===== src/design/annp_pkg.sv =====
package annp_pkg;
   // ==========================================
   // register addresses on the management port
   localparam logic [4:0]  ADDR_CTRL      = 5'h00;
   localparam logic [4:0]  ADDR_STATUS    = 5'h01;
   localparam logic [4:0]  ADDR_ADV       = 5'h04;
   localparam logic [4:0]  ADDR_LP        = 5'h05;
   localparam logic [4:0]  ADDR_EXP       = 5'h06;
   localparam logic [4:0]  ADDR_NP_TX     = 5'h07;
   // ==========================================
   // field positions
   localparam int          CTRL_SPEED     = 13;
   localparam int          CTRL_AN_EN     = 12;
   localparam int          CTRL_RESTART   = 9;
   localparam int          CTRL_DUPLEX    = 8;
   localparam int          PG_MORE        = 15;
   localparam int          PG_ACK         = 14;
   localparam int          PG_RFAULT      = 13;
   localparam int          PG_FORMATTED   = 13;
   localparam int          PG_COMPLY      = 12;
   localparam int          PG_TOGGLE      = 11;
   localparam int          TECH_LO        = 5;
   localparam int          TECH_HI        = 12;
   // ==========================================
   // reset values, null message code and next page write mask
   localparam logic [15:0] CTRL_RESET     = 16'h1000;
   localparam logic [15:0] NP_TX_RESET    = 16'h2001;
   localparam logic [10:0] NULL_CODE      = 11'h001;
   localparam logic [15:0] NULL_PAGE      = 16'h2001;
   localparam logic [15:0] NP_TX_WR_MASK  = 16'hb7ff;

   // formatted flag selects message versus unformatted code field
   function automatic logic page_is_message(input logic [15:0] w);
      return w[PG_FORMATTED];
   endfunction

   function automatic logic [10:0] page_code(input logic [15:0] w);
      return w[10:0];
   endfunction
endpackage


===== src/design/annp_regs.sv =====
`timescale 1ns/1ps
module annp_regs #(
   parameter logic [4:0]  TECH_ABILITY = 5'h1f,
   parameter logic [4:0]  SELECTOR     = 5'h01,
   parameter logic        AN_ABLE      = 1'b1,
   parameter logic        NP_ABLE      = 1'b1,
   parameter logic [10:0] CODE_MAX     = 11'h00f
) (
   input  wire logic        CLK,
   input  wire logic        RST,
   input  wire logic [4:0]  MGMT_ADDR,
   input  wire logic [15:0] MGMT_WDATA,
   input  wire logic        MGMT_WE,
   input  wire logic        MGMT_RE,
   output logic      [15:0] MGMT_RDATA,
   input  wire logic        RX_PAGE_VALID,
   input  wire logic        RX_IS_BASE,
   input  wire logic [15:0] RX_PAGE,
   input  wire logic        LP_AN_ABLE,
   input  wire logic        PD_FAULT,
   input  wire logic        BASE_DONE,
   input  wire logic        AN_INITIATED,
   input  wire logic        AN_COMPLETE,
   input  wire logic        TX_NP_TAKEN,
   output logic             AN_ENABLE,
   output logic             AN_RESTART,
   output logic             FORCE_SPEED,
   output logic             FORCE_DUPLEX,
   output logic      [15:0] TX_BASE_PAGE,
   output logic      [15:0] TX_NEXT_PAGE,
   output logic             TX_NP_READY,
   output logic             NP_EXCHANGE,
   output logic             NP_DONE
);
   logic [15:0] ctrl_reg;
   logic        restart_reg;
   logic [15:0] adv_reg, adv_next;
   logic [15:0] lp_reg;
   logic [15:0] np_tx_reg;
   logic        rf_status_reg;
   logic        page_rcvd_reg;
   logic        pd_fault_reg;
   logic        lp_np_able_reg;
   logic        lp_an_able_reg;
   logic [7:0]  tech_mask;
   logic [15:0] adv_reset;
   logic        wr_ctrl, wr_adv, wr_np;
   logic        rd_status, rd_exp;
   logic        rx_base, rx_next, rx_rfault;
   logic        an_cmpl;
   logic [15:0] status_word, ctrl_word, exp_word;
   logic [15:0] rd_mux;
   logic        seq_restart;

   // ==========================================
   // decode
   assign wr_ctrl   = MGMT_WE && (MGMT_ADDR == annp_pkg::ADDR_CTRL);
   assign wr_adv    = MGMT_WE && (MGMT_ADDR == annp_pkg::ADDR_ADV);
   assign wr_np     = MGMT_WE && (MGMT_ADDR == annp_pkg::ADDR_NP_TX) && NP_ABLE;
   assign rd_status = MGMT_RE && (MGMT_ADDR == annp_pkg::ADDR_STATUS);
   assign rd_exp    = MGMT_RE && (MGMT_ADDR == annp_pkg::ADDR_EXP);
   assign rx_base   = RX_PAGE_VALID && RX_IS_BASE;
   assign rx_next   = RX_PAGE_VALID && !RX_IS_BASE && NP_EXCHANGE;
   assign rx_rfault = rx_base && RX_PAGE[annp_pkg::PG_RFAULT];
   assign tech_mask = {3'b000, TECH_ABILITY};
   // technology field mirrors status ability bits, ack forced low
   assign adv_reset = {NP_ABLE, 1'b0, 1'b0, tech_mask, SELECTOR};
   assign seq_restart = wr_ctrl && MGMT_WDATA[annp_pkg::CTRL_RESTART] && AN_ABLE;

   // ==========================================
   // read side
   assign an_cmpl     = AN_COMPLETE && ctrl_reg[annp_pkg::CTRL_AN_EN] && AN_ABLE;
   assign status_word = {TECH_ABILITY, 5'h00, an_cmpl, rf_status_reg, AN_ABLE,
                         3'b000};
   assign ctrl_word   = {2'b00, ctrl_reg[annp_pkg::CTRL_SPEED],
                         ctrl_reg[annp_pkg::CTRL_AN_EN], 2'b00, restart_reg,
                         ctrl_reg[annp_pkg::CTRL_DUPLEX], 8'h00};
   assign exp_word    = {11'h000, pd_fault_reg, lp_np_able_reg, NP_ABLE,
                         page_rcvd_reg, lp_an_able_reg};
   // unmapped addresses read zero; register 7 only exists with next page support
   assign rd_mux = (MGMT_ADDR == annp_pkg::ADDR_CTRL)   ? ctrl_word :
                   (MGMT_ADDR == annp_pkg::ADDR_STATUS) ? status_word :
                   (MGMT_ADDR == annp_pkg::ADDR_ADV)    ? adv_reg :
                   (MGMT_ADDR == annp_pkg::ADDR_LP)     ? lp_reg :
                   (MGMT_ADDR == annp_pkg::ADDR_EXP)    ? exp_word :
                   (MGMT_ADDR == annp_pkg::ADDR_NP_TX && NP_ABLE) ?
                   (np_tx_reg & annp_pkg::NP_TX_WR_MASK) : 16'h0000;

   always_ff @(posedge CLK or posedge RST) begin
      if (RST) begin
         MGMT_RDATA <= 16'h0000;
      end else if (MGMT_RE) begin
         MGMT_RDATA <= rd_mux;
      end
   end

   // ==========================================
   // control register
   always_ff @(posedge CLK or posedge RST) begin
      if (RST) begin
         ctrl_reg <= annp_pkg::CTRL_RESET;
      end else if (wr_ctrl) begin
         ctrl_reg <= MGMT_WDATA & 16'h3100;
      end
   end

   // not yet initiated after reset, so the bit reads one until then
   always_ff @(posedge CLK or posedge RST) begin
      if (RST) begin
         restart_reg <= 1'b1;
         AN_RESTART  <= 1'b0;
      end else begin
         AN_RESTART <= seq_restart;
         if (seq_restart) begin
            restart_reg <= 1'b1;
         end else if (AN_INITIATED) begin
            restart_reg <= 1'b0;
         end
      end
   end

   always_ff @(posedge CLK or posedge RST) begin
      if (RST) begin
         AN_ENABLE    <= 1'b0;
         FORCE_SPEED  <= 1'b0;
         FORCE_DUPLEX <= 1'b0;
      end else begin
         AN_ENABLE    <= ctrl_reg[annp_pkg::CTRL_AN_EN] && AN_ABLE;
         FORCE_SPEED  <= !ctrl_reg[annp_pkg::CTRL_AN_EN] &&
                         ctrl_reg[annp_pkg::CTRL_SPEED];
         FORCE_DUPLEX <= !ctrl_reg[annp_pkg::CTRL_AN_EN] &&
                         ctrl_reg[annp_pkg::CTRL_DUPLEX];
      end
   end

   // ==========================================
   // advertisement register
   // the ack position is read-only zero; remote fault drops once base words agree
   always_comb begin
      adv_next = adv_reg;
      if (wr_adv) begin
         adv_next = {MGMT_WDATA[15], 1'b0, MGMT_WDATA[13],
                     MGMT_WDATA[12:5] & tech_mask, MGMT_WDATA[4:0]};
      end else if (BASE_DONE) begin
         adv_next[annp_pkg::PG_RFAULT] = 1'b0;
      end
      adv_next[annp_pkg::PG_MORE] = adv_next[annp_pkg::PG_MORE] && NP_ABLE;
   end

   always_ff @(posedge CLK or posedge RST) begin
      if (RST) begin
         adv_reg <= 16'h0000;
      end else if (AN_INITIATED && restart_reg && adv_reg == 16'h0000) begin
         adv_reg <= adv_reset;
      end else begin
         adv_reg <= adv_next;
      end
   end

   // base word leaves with the advertised fault bit; no local fault sensing here
   always_ff @(posedge CLK or posedge RST) begin
      if (RST) begin
         TX_BASE_PAGE <= 16'h0000;
      end else begin
         TX_BASE_PAGE <= {adv_reg[15], 1'b0, adv_reg[13], adv_reg[12:0]};
      end
   end

   // ==========================================
   // partner ability and expansion
   // a write to the partner register has no decode, so it has no effect
   always_ff @(posedge CLK or posedge RST) begin
      if (RST) begin
         lp_reg         <= 16'h0000;
         lp_np_able_reg <= 1'b0;
         lp_an_able_reg <= 1'b0;
      end else begin
         lp_an_able_reg <= LP_AN_ABLE;
         if (rx_base) begin
            lp_reg         <= RX_PAGE;
            lp_np_able_reg <= RX_PAGE[annp_pkg::PG_MORE];
         end else if (rx_next) begin
            lp_reg <= RX_PAGE;
         end
      end
   end

   // latched flags: a new event in the clearing read cycle survives
   always_ff @(posedge CLK or posedge RST) begin
      if (RST) begin
         rf_status_reg <= 1'b0;
         page_rcvd_reg <= 1'b0;
         pd_fault_reg  <= 1'b0;
      end else begin
         if (rx_rfault) begin
            rf_status_reg <= 1'b1;
         end else if (rd_status) begin
            rf_status_reg <= 1'b0;
         end
         if (rx_base || rx_next) begin
            page_rcvd_reg <= 1'b1;
         end else if (rd_exp) begin
            page_rcvd_reg <= 1'b0;
         end
         if (PD_FAULT) begin
            pd_fault_reg <= 1'b1;
         end else if (rd_exp) begin
            pd_fault_reg <= 1'b0;
         end
      end
   end

   // ==========================================
   // next page transmit register and sequencer
   always_ff @(posedge CLK or posedge RST) begin
      if (RST) begin
         np_tx_reg <= annp_pkg::NP_TX_RESET;
      end else if (wr_np) begin
         np_tx_reg <= MGMT_WDATA & annp_pkg::NP_TX_WR_MASK;
      end
   end

   annp_np_seq #(
      .CODE_MAX    (CODE_MAX)
   ) u_seq (
      .clk         (CLK),
      .rst         (RST),
      .restart     (seq_restart),
      .base_done   (BASE_DONE),
      .local_np    (adv_reg[annp_pkg::PG_MORE]),
      .lp_np       (lp_np_able_reg),
      .base_toggle (adv_reg[annp_pkg::PG_TOGGLE]),
      .np_tx_word  (np_tx_reg),
      .np_written  (wr_np),
      .tx_taken    (TX_NP_TAKEN),
      .rx_np_valid (rx_next),
      .rx_np_more  (RX_PAGE[annp_pkg::PG_MORE]),
      .tx_page     (TX_NEXT_PAGE),
      .tx_ready    (TX_NP_READY),
      .exch_active (NP_EXCHANGE),
      .exch_done   (NP_DONE)
   );

   // ==========================================
   // checks
   chk_rf_latch_set: assert property (@(posedge CLK) disable iff (RST)
      rx_rfault |=> rf_status_reg ##1 (rf_status_reg || $past(rd_status)))
      else $error("remote fault status not latched");
   chk_rf_read_clear: assert property (@(posedge CLK) disable iff (RST)
      (rd_status && !rx_rfault) |=> !rf_status_reg)
      else $error("remote fault status survived a read");
   chk_complete_gate: assert property (@(posedge CLK) disable iff (RST)
      (rd_status && !ctrl_reg[annp_pkg::CTRL_AN_EN]) |=> !MGMT_RDATA[5])
      else $error("complete bit set while negotiation disabled");
   chk_restart_pulse: assert property (@(posedge CLK) disable iff (RST)
      seq_restart |=> AN_RESTART && restart_reg ##1 !AN_RESTART || seq_restart)
      else $error("restart did not pulse once");
   chk_restart_hold: assert property (@(posedge CLK) disable iff (RST)
      (restart_reg && !AN_INITIATED) |=> restart_reg)
      else $error("restart bit dropped before initiation");
   chk_force_ignored: assert property (@(posedge CLK) disable iff (RST)
      $past(ctrl_reg[annp_pkg::CTRL_AN_EN]) |-> !FORCE_SPEED && !FORCE_DUPLEX)
      else $error("forced configuration active under negotiation");
   chk_tech_supported: assert property (@(posedge CLK) disable iff (RST)
      (adv_reg[12:5] & ~tech_mask) == 8'h00 && !adv_reg[annp_pkg::PG_ACK])
      else $error("unsupported technology advertised");
   chk_rf_follows_adv: assert property (@(posedge CLK) disable iff (RST)
      ##1 TX_BASE_PAGE[annp_pkg::PG_RFAULT] == $past(adv_reg[annp_pkg::PG_RFAULT]))
      else $error("sent remote fault differs from advertisement");
   chk_rf_base_clear: assert property (@(posedge CLK) disable iff (RST)
      (BASE_DONE && !wr_adv) |=> !adv_reg[annp_pkg::PG_RFAULT])
      else $error("remote fault kept after base negotiation");
   chk_np_stored: assert property (@(posedge CLK) disable iff (RST)
      rx_next |=> lp_reg == $past(RX_PAGE))
      else $error("received next page not stored");
   cov_remote_fault: cover property (@(posedge CLK) disable iff (RST)
      rx_rfault ##[1:20] rd_status);
   cov_np_exchange: cover property (@(posedge CLK) disable iff (RST)
      NP_EXCHANGE ##[1:200] NP_DONE);
   cov_restart: cover property (@(posedge CLK) disable iff (RST)
      seq_restart ##[1:20] AN_INITIATED);
endmodule // annp_regs


===== src/design/annp_np_seq.sv =====
`timescale 1ns/1ps
module annp_np_seq #(
   parameter logic [10:0] CODE_MAX = 11'h00f
) (
   input  wire logic        clk,
   input  wire logic        rst,
   input  wire logic        restart,
   input  wire logic        base_done,
   input  wire logic        local_np,
   input  wire logic        lp_np,
   input  wire logic        base_toggle,
   input  wire logic [15:0] np_tx_word,
   input  wire logic        np_written,
   input  wire logic        tx_taken,
   input  wire logic        rx_np_valid,
   input  wire logic        rx_np_more,
   output logic      [15:0] tx_page,
   output logic             tx_ready,
   output logic             exch_active,
   output logic             exch_done
);
   typedef enum logic [1:0] {IDLE, EXCH, DONE} annp_seq_type;
   annp_seq_type state_reg, state_next;
   logic        loaded_reg, last_tx_more_reg, last_rx_more_reg;
   logic        sent_reg, rcvd_reg, prev_toggle_reg;
   logic [15:0] src_word;
   logic [15:0] clean_word;
   logic        code_ok;
   logic        ready_next;
   logic        finished;
   logic        taking;
   logic        toggle_src;

   // ==========================================
   // page selection
   // reserved codes never leave the device, so they are replaced by null
   assign code_ok    = (annp_pkg::page_code(np_tx_word) != 11'h000) &&
                       (annp_pkg::page_code(np_tx_word) <= CODE_MAX);
   assign clean_word = (annp_pkg::page_is_message(np_tx_word) && !code_ok) ?
                       {np_tx_word[15:11], annp_pkg::NULL_CODE} :
                       np_tx_word;
   // nothing fresh and more promised: wait so referenced pages stay adjacent
   assign src_word   = loaded_reg ? clean_word : annp_pkg::NULL_PAGE;
   assign taking     = tx_taken && tx_ready;
   // base word or the page just taken sets the reference, so no stale toggle is shown
   assign toggle_src = base_done ? base_toggle :
                       taking ? tx_page[annp_pkg::PG_TOGGLE] : prev_toggle_reg;
   // ready rests one cycle after a take so the same page is never taken twice
   assign ready_next = (state_next == EXCH) && !taking &&
                       (loaded_reg || !last_tx_more_reg);
   assign finished   = sent_reg && rcvd_reg &&
                       !last_tx_more_reg && !last_rx_more_reg;

   always_comb begin
      state_next = state_reg;
      case (state_reg)
         IDLE: if (base_done) begin
            state_next = (local_np && lp_np) ? EXCH : DONE;
         end
         EXCH: if (finished) begin
            state_next = DONE;
         end
         DONE: state_next = DONE;
         default: state_next = IDLE;
      endcase
      if (restart) begin
         state_next = IDLE;
      end
   end

   always_ff @(posedge clk or posedge rst) begin
      if (rst) begin
         state_reg        <= IDLE;
         loaded_reg       <= 1'b1;
         last_tx_more_reg <= 1'b1;
         last_rx_more_reg <= 1'b1;
         sent_reg         <= 1'b0;
         rcvd_reg         <= 1'b0;
         prev_toggle_reg  <= 1'b0;
         tx_page          <= annp_pkg::NULL_PAGE;
         tx_ready         <= 1'b0;
         exch_active      <= 1'b0;
         exch_done        <= 1'b0;
      end else begin
         state_reg   <= state_next;
         tx_ready    <= ready_next;
         exch_active <= (state_next == EXCH);
         exch_done   <= (state_next == DONE);
         tx_page     <= {src_word[15], 1'b0, src_word[13:12], ~toggle_src,
                         src_word[10:0]};
         if (base_done) begin
            prev_toggle_reg  <= base_toggle;
            last_tx_more_reg <= 1'b1;
            last_rx_more_reg <= 1'b1;
            sent_reg         <= 1'b0;
            rcvd_reg         <= 1'b0;
         end else begin
            if (tx_taken && tx_ready) begin
               prev_toggle_reg  <= tx_page[annp_pkg::PG_TOGGLE];
               last_tx_more_reg <= tx_page[annp_pkg::PG_MORE];
               sent_reg         <= 1'b1;
            end
            if (rx_np_valid && exch_active) begin
               last_rx_more_reg <= rx_np_more;
               rcvd_reg         <= 1'b1;
            end
         end
         // a management write in the same cycle as a take still counts
         if (np_written) begin
            loaded_reg <= 1'b1;
         end else if (tx_taken && tx_ready) begin
            loaded_reg <= 1'b0;
         end
      end
   end

   // ==========================================
   // checks
   chk_exch_needs_both: assert property (@(posedge clk) disable iff (rst)
      (state_reg == IDLE && base_done && !restart && !(local_np && lp_np))
      |=> state_reg != EXCH)
      else $error("next page exchange entered without both sides able");
   chk_toggle_flips: assert property (@(posedge clk) disable iff (rst)
      (tx_taken && tx_ready && !base_done) |=> ##1
      tx_page[annp_pkg::PG_TOGGLE] != $past(tx_page[annp_pkg::PG_TOGGLE], 2))
      else $error("next page toggle did not invert");
   chk_null_when_idle: assert property (@(posedge clk) disable iff (rst)
      (tx_ready && !loaded_reg && !np_written) |-> tx_page[10:0] == annp_pkg::NULL_CODE)
      else $error("idle side sent a non-null page");
endmodule // annp_np_seq


===== config.mk =====
export PLATFORM = sky130hd
export DESIGN_NAME = annp_regs
export DESIGN_NICKNAME = d
export VERILOG_FILES = /design/src/design/annp_pkg.sv /design/src/design/annp_regs.sv /design/src/design/annp_np_seq.sv
export SDC_FILE = /design/constraint.sdc
export NUM_CORES = 1
export LEC_CHECK = 0
export ABC_CLOCK_PERIOD_IN_PS = 7800
export BUFFER_PORTS_ARGS = -buffer_cell sky130_fd_sc_hd__buf_2
export CORE_MARGIN = 2
export CORE_UTILIZATION = 58
export DETAILED_ROUTE_END_ITERATION = 7
export PLACE_DENSITY_LB_ADDON = 0.3
export SLEW_MARGIN = 40
export SYNTH_ARGS = -nofsm -noshare
export SYNTH_HDL_FRONTEND = slang
export SYNTH_SLANG_ARGS = --single-unit

===== constraint.sdc =====
create_clock -name CLK -period 7.8 [get_ports CLK]
set_input_delay 0.78 -clock CLK [delete_from_list [all_inputs] [get_ports CLK]]
set_output_delay 0.78 -clock CLK [all_outputs]
set_load 0.1 [all_outputs]

Word-level counts from Yosys, hierarchy flattened. Cells that the tools add are included.

Order comparisons: 1. Equality and inequality tests: 9. Mux-type cells: 39. Bitwise logic cells: 1. Reduce and logical (&&, ||, !) cells: 47.

Operators by type and width (number): $mux W16 (10); $logic_and A1 B1 Y1 (25); $mux W1 (21); $eq A5 B3 Y1 const B (4); $reduce_bool A2 Y1 (9); $logic_not A16 Y1 (1); $mux W13 (1); $le A11 B4 Y1 const B (1); $mux W11 (1); $reduce_bool A11 Y1 (1); $mux W2 (5); $logic_not A1 Y1 (6); $pmux W2 S3 (1); $eq A5 B1 Y1 const B (1); $logic_not A5 Y1 (1); $eq A2 B1 Y1 const B (2); $eq A2 B2 Y1 const B (2); $reduce_bool A3 Y1 (1); $logic_not A2 Y1 (1); $logic_or A1 B1 Y1 (2); $not A1 Y1 (1).

Register bits after elaboration: 116. Bits of input ports: 49. Output and inout port bits: 55. Word-level logic and storage cells: 125.

Longest topological paths before layout. Gate-level depths: netlist of run 1.

Depth after elaboration: 9. Gate-level depth with buffers: 6. Depth with buffers taken out: 4.

By module. Synthesis of run 1 repeated with hierarchy kept, for this count alone.

Cell total of the unflattened synthesis: 359. Area, all modules: 4589.4 µm².

Modules (own cells, without submodules): annp_regs (times used 1, cells each 283, area an instance 3573.4 µm², seq. area each 2082.0 µm²); annp_np_seq (times used 1, cells each 76, area an instance 1016.0 µm², seq. area each 656.9 µm²).

Worst setup path before layout of run 1. OpenSTA, ideal clock, no wires.

Path type: flip-flop to flip-flop. Start point: reg u_seq.exch_active. End point: reg lp_reg[0]. Setup time: 125 ps. Arrival: 1797 ps. Required time: 7675 ps. Slack: 5879 ps. Stages on the path, launching flop included: 4. Buffers on the path: 1. Clock period less this slack: 1921 ps. Path through: dfrtp_1 > o21ai_2 > buf_2 > mux2_2.

Longest elaborated chain between the ends: 2.

RTL lines: from (decl) (line annp_np_seq.sv:19) `output logic exch_active,`; from (signal assigned) (line annp_np_seq.sv:87) `exch_active <= (state_next == EXCH);`; $logic_and A1 B1 Y1 (line annp_regs.sv:63) `assign rx_next = RX_PAGE_VALID && !RX_IS_BASE && NP_EXCHANGE;`; $reduce_bool A2 Y1 (no source line); to (signal assigned) (line annp_regs.sv:174) `lp_reg <= 16'h0000;`; to (signal assigned) (line annp_regs.sv:180) `lp_reg <= RX_PAGE;`; to (signal assigned) (line annp_regs.sv:183) `lp_reg <= RX_PAGE;`; to (decl) (line annp_regs.sv:38) `logic [15:0] lp_reg;`.

Every way passes these cells. A chain may end at the register's enable or synchronous reset.

Worst setup path in the final report of run 1.
Start point: reg u_seq.tx_page[13]. End point: out TX_NEXT_PAGE[13].

RTL lines: from (decl) (line annp_np_seq.sv:17) `output logic [15:0] tx_page,`; from (signal assigned) (line annp_np_seq.sv:80) `tx_page <= annp_pkg::NULL_PAGE;`; from (signal assigned) (line annp_np_seq.sv:89) `tx_page <= {src_word[15], 1'b0, src_word[13:12], ~toggle_src,`; to (decl) (line annp_regs.sv:30) `output logic [15:0] TX_NEXT_PAGE,`.

No word-level cell between the ends.

==> flow_summary.json, run 1 <==
{
  "worst_slew_pin_slew_ps": 657.0,
  "cp_data_required_time_ps": 7020,
  "pwr-share-comb_pct": 27.9,
  "finalSetupViolations": 0,
  "synthArstFlopShare_pct": 100.0,
  "fmax_mhz": 479.9,
  "grt_pass1_vias": 3093,
  "cts_tree": "yes",
  "skew_ps": 10.34,
  "cpPeakStageDelay_ps": 530,
  "slowest_stage": "dfstp_2",
  "switchingPower_uw": 573.1,
  "cts_resized": 0,
  "clock_path_buffers": 2,
  "clk_pin_slew_ps": 100,
  "grt_start_max_net_pins": 57,
  "drtIter0Drc": 185,
  "ctsHoldBuffers": 0,
  "pre_cts_ws_ps": 5395,
  "clockPowerShare_pct": 25.4,
  "synth_area_leader_cell": "dfrtp_1",
  "period_share_pct": 26.72,
  "leakage_nw": 2.556,
  "routed_wirelength_microns": 10010,
  "switching_share_pct": 38.08,
  "fp.dieW_microns": 92.40,
  "end_kind": "primary output",
  "dpl-instance-area_sq_um": 5039,
  "die_h_microns": 92.40,
  "synth.avg_cell_area_sq_um": 12.66,
  "firstDrtPassIters": 4,
  "globalplace.congestion": 0.8392,
  "start_util_pct": 59.26,
  "root_buffer": "clkbuf_8",
  "finalMaxSlewViolations": 0,
  "syn_area_sq_um": 4532,
  "area_growth_syn_to_layout_pct": 16.26,
  "grt_usage_pct": 24.26,
  "grt-ovfl-total": 0,
  "synth-main-ff-cell": "dfrtp_1",
  "tns_ps": 0,
  "clkSinkCount": 109,
  "powerDensity_nw_per_um2": 285.6,
  "nNetsFinal": 501,
  "cp.arrival_ps": 1300,
  "cp_max_fo": 1,
  "fp.coreArea_sq_um": 7647,
  "ys_ff_latch": 109,
  "dieArea_sq_um": 8537,
  "fin_ws_ps": 5716,
  "cts_setup_buffers": 0,
  "num_rows": 32,
  "p_total_mw": 1.505,
  "drive_above_1_share_pct": 38.73,
  "cap_violations": 0,
  "seqPwrFrac_pct": 46.7,
  "cp_cell_sequence": "buf_2",
  "diodes": 0,
  "yosysUniqueCellTypes": 60,
  "timing.critical_path.buf_inv": 1,
  "vias": 3104,
  "netlist_instances": 358,
  "io_pins": 104,
  "relSlewSlack_pct": 56.20,
  "antenna_found_initial": 0,
  "setup.worst_path.class": "reg2out",
  "synth_top_area_share_pct": 55.22,
  "startpoint_type": "register",
  "portBuffers": 96,
  "rsz0062_at_grt": "false",
  "wl_per_cell_microns": 17.90,
  "yosys_warnings": 0,
  "min_period_ps": 2084,
  "hold_violations": 0,
  "cts_made_buffers": 9,
  "drt_drc_violations_left": 0,
  "synthTopCellsByArea": "dfrtp_1 55%, mux2_2 7.5%, dfstp_2 5.2%",
  "synth.yosys.seq_area_share_pct": 60.44,
  "fin_area_sq_um": 5269,
  "peakVddDrop_uv": 131.2,
  "hold_path_class": "reg2reg",
  "drt-vias-per-instance": 5.553,
  "htree_levels": 3,
  "synth-edff-count": 0,
  "p_int_uw": 931.7,
  "crit_family": "flip-flops",
  "grt_pass1_wl_microns": 15790,
  "hpwl_microns": 7214,
  "drtAntennaViolNets": 0,
  "status": "finished, final reports clean",
  "insertion_delay_ps": 370
}
[layer usage]
layer	wire, microns	GRT usage (%)	vias to the layer above	share of wire, %
met1	4307	32.83	1535	43
met3	602	4.882	12	6.0
met4	182	8.582	0	1.8
li1	-	-	1452	-
met5	0	0	-	0
met2	4916	39.42	105	49
[per-stage QoR]
step | cells | hold slack, ps | utilization [%]
after global placement | 543 | 424.1 | 65.79
after global routing | 559 | 462.7 | 68.90
after CTS | 559 | 457.5 | 68.90
final | 559 | 456.1 | 68.90
after floorplan | 362 | 385.5 | -
after detailed placement | 543 | 435.9 | 65.89
[path summary, 6_finish.rpt]
check / startpoint / end / slack (ps) / depth (start not counted)
setup / recovery: u_seq.tx_page[13] / TX_NEXT_PAGE[13] / 5720 / 1
max in group asynchronous: RST / TX_BASE_PAGE[0] / 6190 / 3
min in group asynchronous: RST / np_tx_reg[10] / 490 / 2
setup reg to reg: adv_reg[15] / adv_reg[9] / 6140 / 4
hold / removal: ctrl_reg[12] / AN_ENABLE / 460 / 0
hold reg to reg: ctrl_reg[12] / AN_ENABLE / 460 / 0
[synth_stat cells, types with 5 or more instances]
cell type,count
nand2_1,33
nor2b_1,7
mux2_4,9
nand3_1,10
mux2i_1,5
mux2_2,30
buf_4,10
o21ai_0,10
dfrtp_1,100
dfstp_2,9
nor2_1,15
and2_1,9
inv_1,14
a21oi_1,12
o2bb2ai_1,7
[power by group through the flow]
stage | clock, mW | combinational [mW] | sequential, mW
2_1_floorplan | 0 | 0.122 | 0.921
3_3_place_gp | 0 | 0.413 | 0.709
3_5_place_dp | 0 | 0.421 | 0.713
4_1_cts | 0.386 | 0.421 | 0.702
5_1_grt | 0.408 | 0.438 | 0.712
6_report | 0.383 | 0.420 | 0.703
[final cells by class]
| class | count | area (sq um) |
|---|---|---|
| Tap cell | 102 | 127.6 |
| Fill cell | 577 | 2379 |
| Clock inverter | 6 | 92.59 |
| Multi-Input combinational cell | 219 | 1622 |
| Clock buffer | 10 | 137.6 |
| Timing Repair Buffer | 97 | 488.0 |
| Sequential cell | 109 | 2739 |
| Inverter | 16 | 62.56 |
[cells in the final DEF, fill, tap and decap left out, types with 3 or more instances in the layout]
cell type and count:
nor3_1 3, a21oi_1 12, a311oi_1 3, nor2b_1 7, conb_1 5, inv_1 13, dfrtp_1 100, mux2i_1 5
and2_1 9, o21ai_0 10, mux2_4 9, o32ai_1 3, nor2_1 15, a22oi_1 4, nor4_1 4, mux2_2 30
a21o_1 4, nand3_1 10, dfstp_2 9, nor3_2 3, clkbuf_8 10, buf_2 96, nand2_1 33, o2bb2ai_1 7
and3_1 4
[cells by family (layout without fill, tap and decap cells)]
family	count (synthesis)	in the layout	share of synthesized area [%]
buffers and inverters	34	129	4.279
other	1	5	0.08275
flip-flops	109	109	60.44
multiplexers	46	46	12.53
AO/OA/AOI/OAI	60	60	9.581
AND/OR/NAND/NOR	108	108	13.09
Power figures use the tool's default switching activity.
==> inputs of run 2 (changes only) <==
ABC_CLOCK_PERIOD_IN_PS = 1800   (was 7800)
CORE_UTILIZATION = 48   (was 58)
clock period = 1.8 ns   (was 7.8 ns; I/O delays follow)
==> flow_summary.json, run 2 (synthesis results as in run 1) <==
{
  "status": "finished, final reports clean",
  "drtIter0Drc": 166,
  "insertion_delay_ps": 380,
  "startpoint_type": "register",
  "fp.coreArea_sq_um": 9196,
  "hold_path_class": "in2reg",
  "end_kind": "register",
  "p_total_mw": 6.286,
  "clock_path_buffers": 2,
  "antenna_found_initial": 0,
  "worst_slew_pin_slew_ps": 543.5,
  "dieArea_sq_um": 10230,
  "final_common_cell": "dfrtp_1",
  "period_share_pct": 87.52,
  "nNetsFinal": 520,
  "hold_violations": 0,
  "diodes": 0,
  "grt_usage_pct": 21.70,
  "cap_violations": 0,
  "cts_resized": 0,
  "drt_drc_violations_left": 0,
  "switching_share_pct": 39.70,
  "fin_cells": 587,
  "hold_depth": 2,
  "start_util_pct": 49.28,
  "switchingPower_mw": 2.496,
  "die_h_microns": 101.2,
  "grt-ovfl-total": 0,
  "grt_pass1_wl_microns": 16730,
  "rr_worst_depth": 4,
  "fin_ws_ps": 224.6,
  "layout_common_cells": "99 x dfrtp_1, 96 x buf_2, 33 x nand2_1, 30 x mux2_2",
  "root_buffer": "clkbuf_8",
  "peakVddDrop_uv": 438.0,
  "grt_pass1_vias": 3176,
  "cts_setup_buffers": 0,
  "clk_pin_slew_ps": 100,
  "fmax_mhz": 634.8,
  "pwr-share-comb_pct": 29.7,
  "routed_wirelength_microns": 10440,
  "cp.arrival_ps": 1840,
  "firstDrtPassIters": 5,
  "drtAntennaViolNets": 0,
  "drive_above_1_share_pct": 40.55,
  "globalplace.congestion": 0.8606,
  "clkSinkCount": 109,
  "finalSetupViolations": 0,
  "seqPwrFrac_pct": 48.4,
  "pre_cts_ws_ps": 213.0,
  "wl_per_cell_microns": 17.78,
  "skew_ps": 13.35,
  "finalMaxSlewViolations": 0,
  "rsz0062_at_grt": "false",
  "cp_data_required_time_ps": 2060,
  "clockPowerShare_pct": 22.0,
  "cp_max_fo": 5,
  "vias": 3230,
  "portBuffers": 96,
  "tns_ps": 0,
  "area_growth_syn_to_layout_pct": 19.02,
  "min_period_ps": 1575,
  "drt-vias-per-instance": 5.503,
  "num_rows": 35,
  "cts_tree": "yes",
  "io_pins": 104,
  "cts_made_buffers": 9,
  "grt_start_max_net_pins": 110,
  "setup.worst_path.class": "reg2reg",
  "hpwl_microns": 7614,
  "relSlewSlack_pct": 63.77,
  "fin_area_sq_um": 5394,
  "htree_levels": 3,
  "fp.dieW_microns": 101.2,
  "dp.cells": 567,
  "p_int_mw": 3.791,
  "leakage_nw": 2.616,
  "dpl-instance-area_sq_um": 5170,
  "powerDensity_nw_per_um2": 1165
}
run 2: cell count changes in the layout (fill, tap and decap cells not counted):
| cell | change |
|---|---|
| buf_12 | +1 |
| o21ai_2 | +1 |
| buf_4 | +14 |
| dlygate4sd3_1 | +4 |
| dfrtp_2 | +1 |
| clkinvlp_4 | +2 |
| inv_8 | -1 |
| o21ai_4 | -1 |
| inv_4 | -1 |
| bufinv_16 | -2 |
| clkinv_4 | +2 |
| dfrtp_1 | -1 |
run 2: power by group through the flow:
stage	combinational, mW	sequential [mW]	clock [mW]
global placement	1.85	3.07	0
detailed placement	1.87	3.09	0
global route	1.96	3.08	1.52
finish	1.86	3.04	1.38
floorplan	0.530	3.99	0
CTS	1.88	3.04	1.41
run 2: final timing paths:
kind | from | to | slack, ps
setup / recovery | adv_reg[3] | adv_reg[1] | 220
hold / removal | RX_PAGE[1] | lp_reg[1] | 30
setup reg to reg | adv_reg[3] | adv_reg[1] | 220
hold reg to reg | adv_reg[1] | TX_BASE_PAGE[1] | 450
max in group asynchronous | RST | u_seq.exch_active | 880
min in group asynchronous | RST | u_seq.tx_page[10] | 520
run 2: repair_timing:
item,in CTS,in global routing
hold buffers,4,0
endpoints found under the hold margin,90,0
endpoints found under the setup margin,0,0
run 2: worst max-delay path: stages, from the launching register on:
cell and delay [ps]:
dfrtp_1 450, or4b_1 500, nor3_2 180, and3_2 280, a21oi_1 60
run 2: per-layer routing:
metal / vias to the layer above / GRT usage [%] / share of wire (%)
met1: 1606 / 30.34 / 43
met5: - / 0 / 0
met4: 0 / 7.484 / 1.8
met3: 17 / 6.004 / 6.5
li1: 1484 / - / -
met2: 123 / 33.01 / 49
run 2: final cells by class:
| type | count | area [sq um] |
|---|---|---|
| sequential | 109 | 2740 |
| fill | 781 | 3802 |
| clock buffer | 10 | 137.6 |
| timing repair buffer | 116 | 653.1 |
| clock inverter | 6 | 46.29 |
| inverter | 16 | 63.81 |
| multi-input combinational | 219 | 1614 |
| tap | 111 | 138.9 |
run 2: metrics by stage:
step	hold slack (ps)	util [%]
final	30.61	58.65
after global routing	8.581	58.65
after CTS	18.71	58.65
after detailed placement	290.4	56.22
after global placement	289.1	56.22
after floorplan	211.4	-
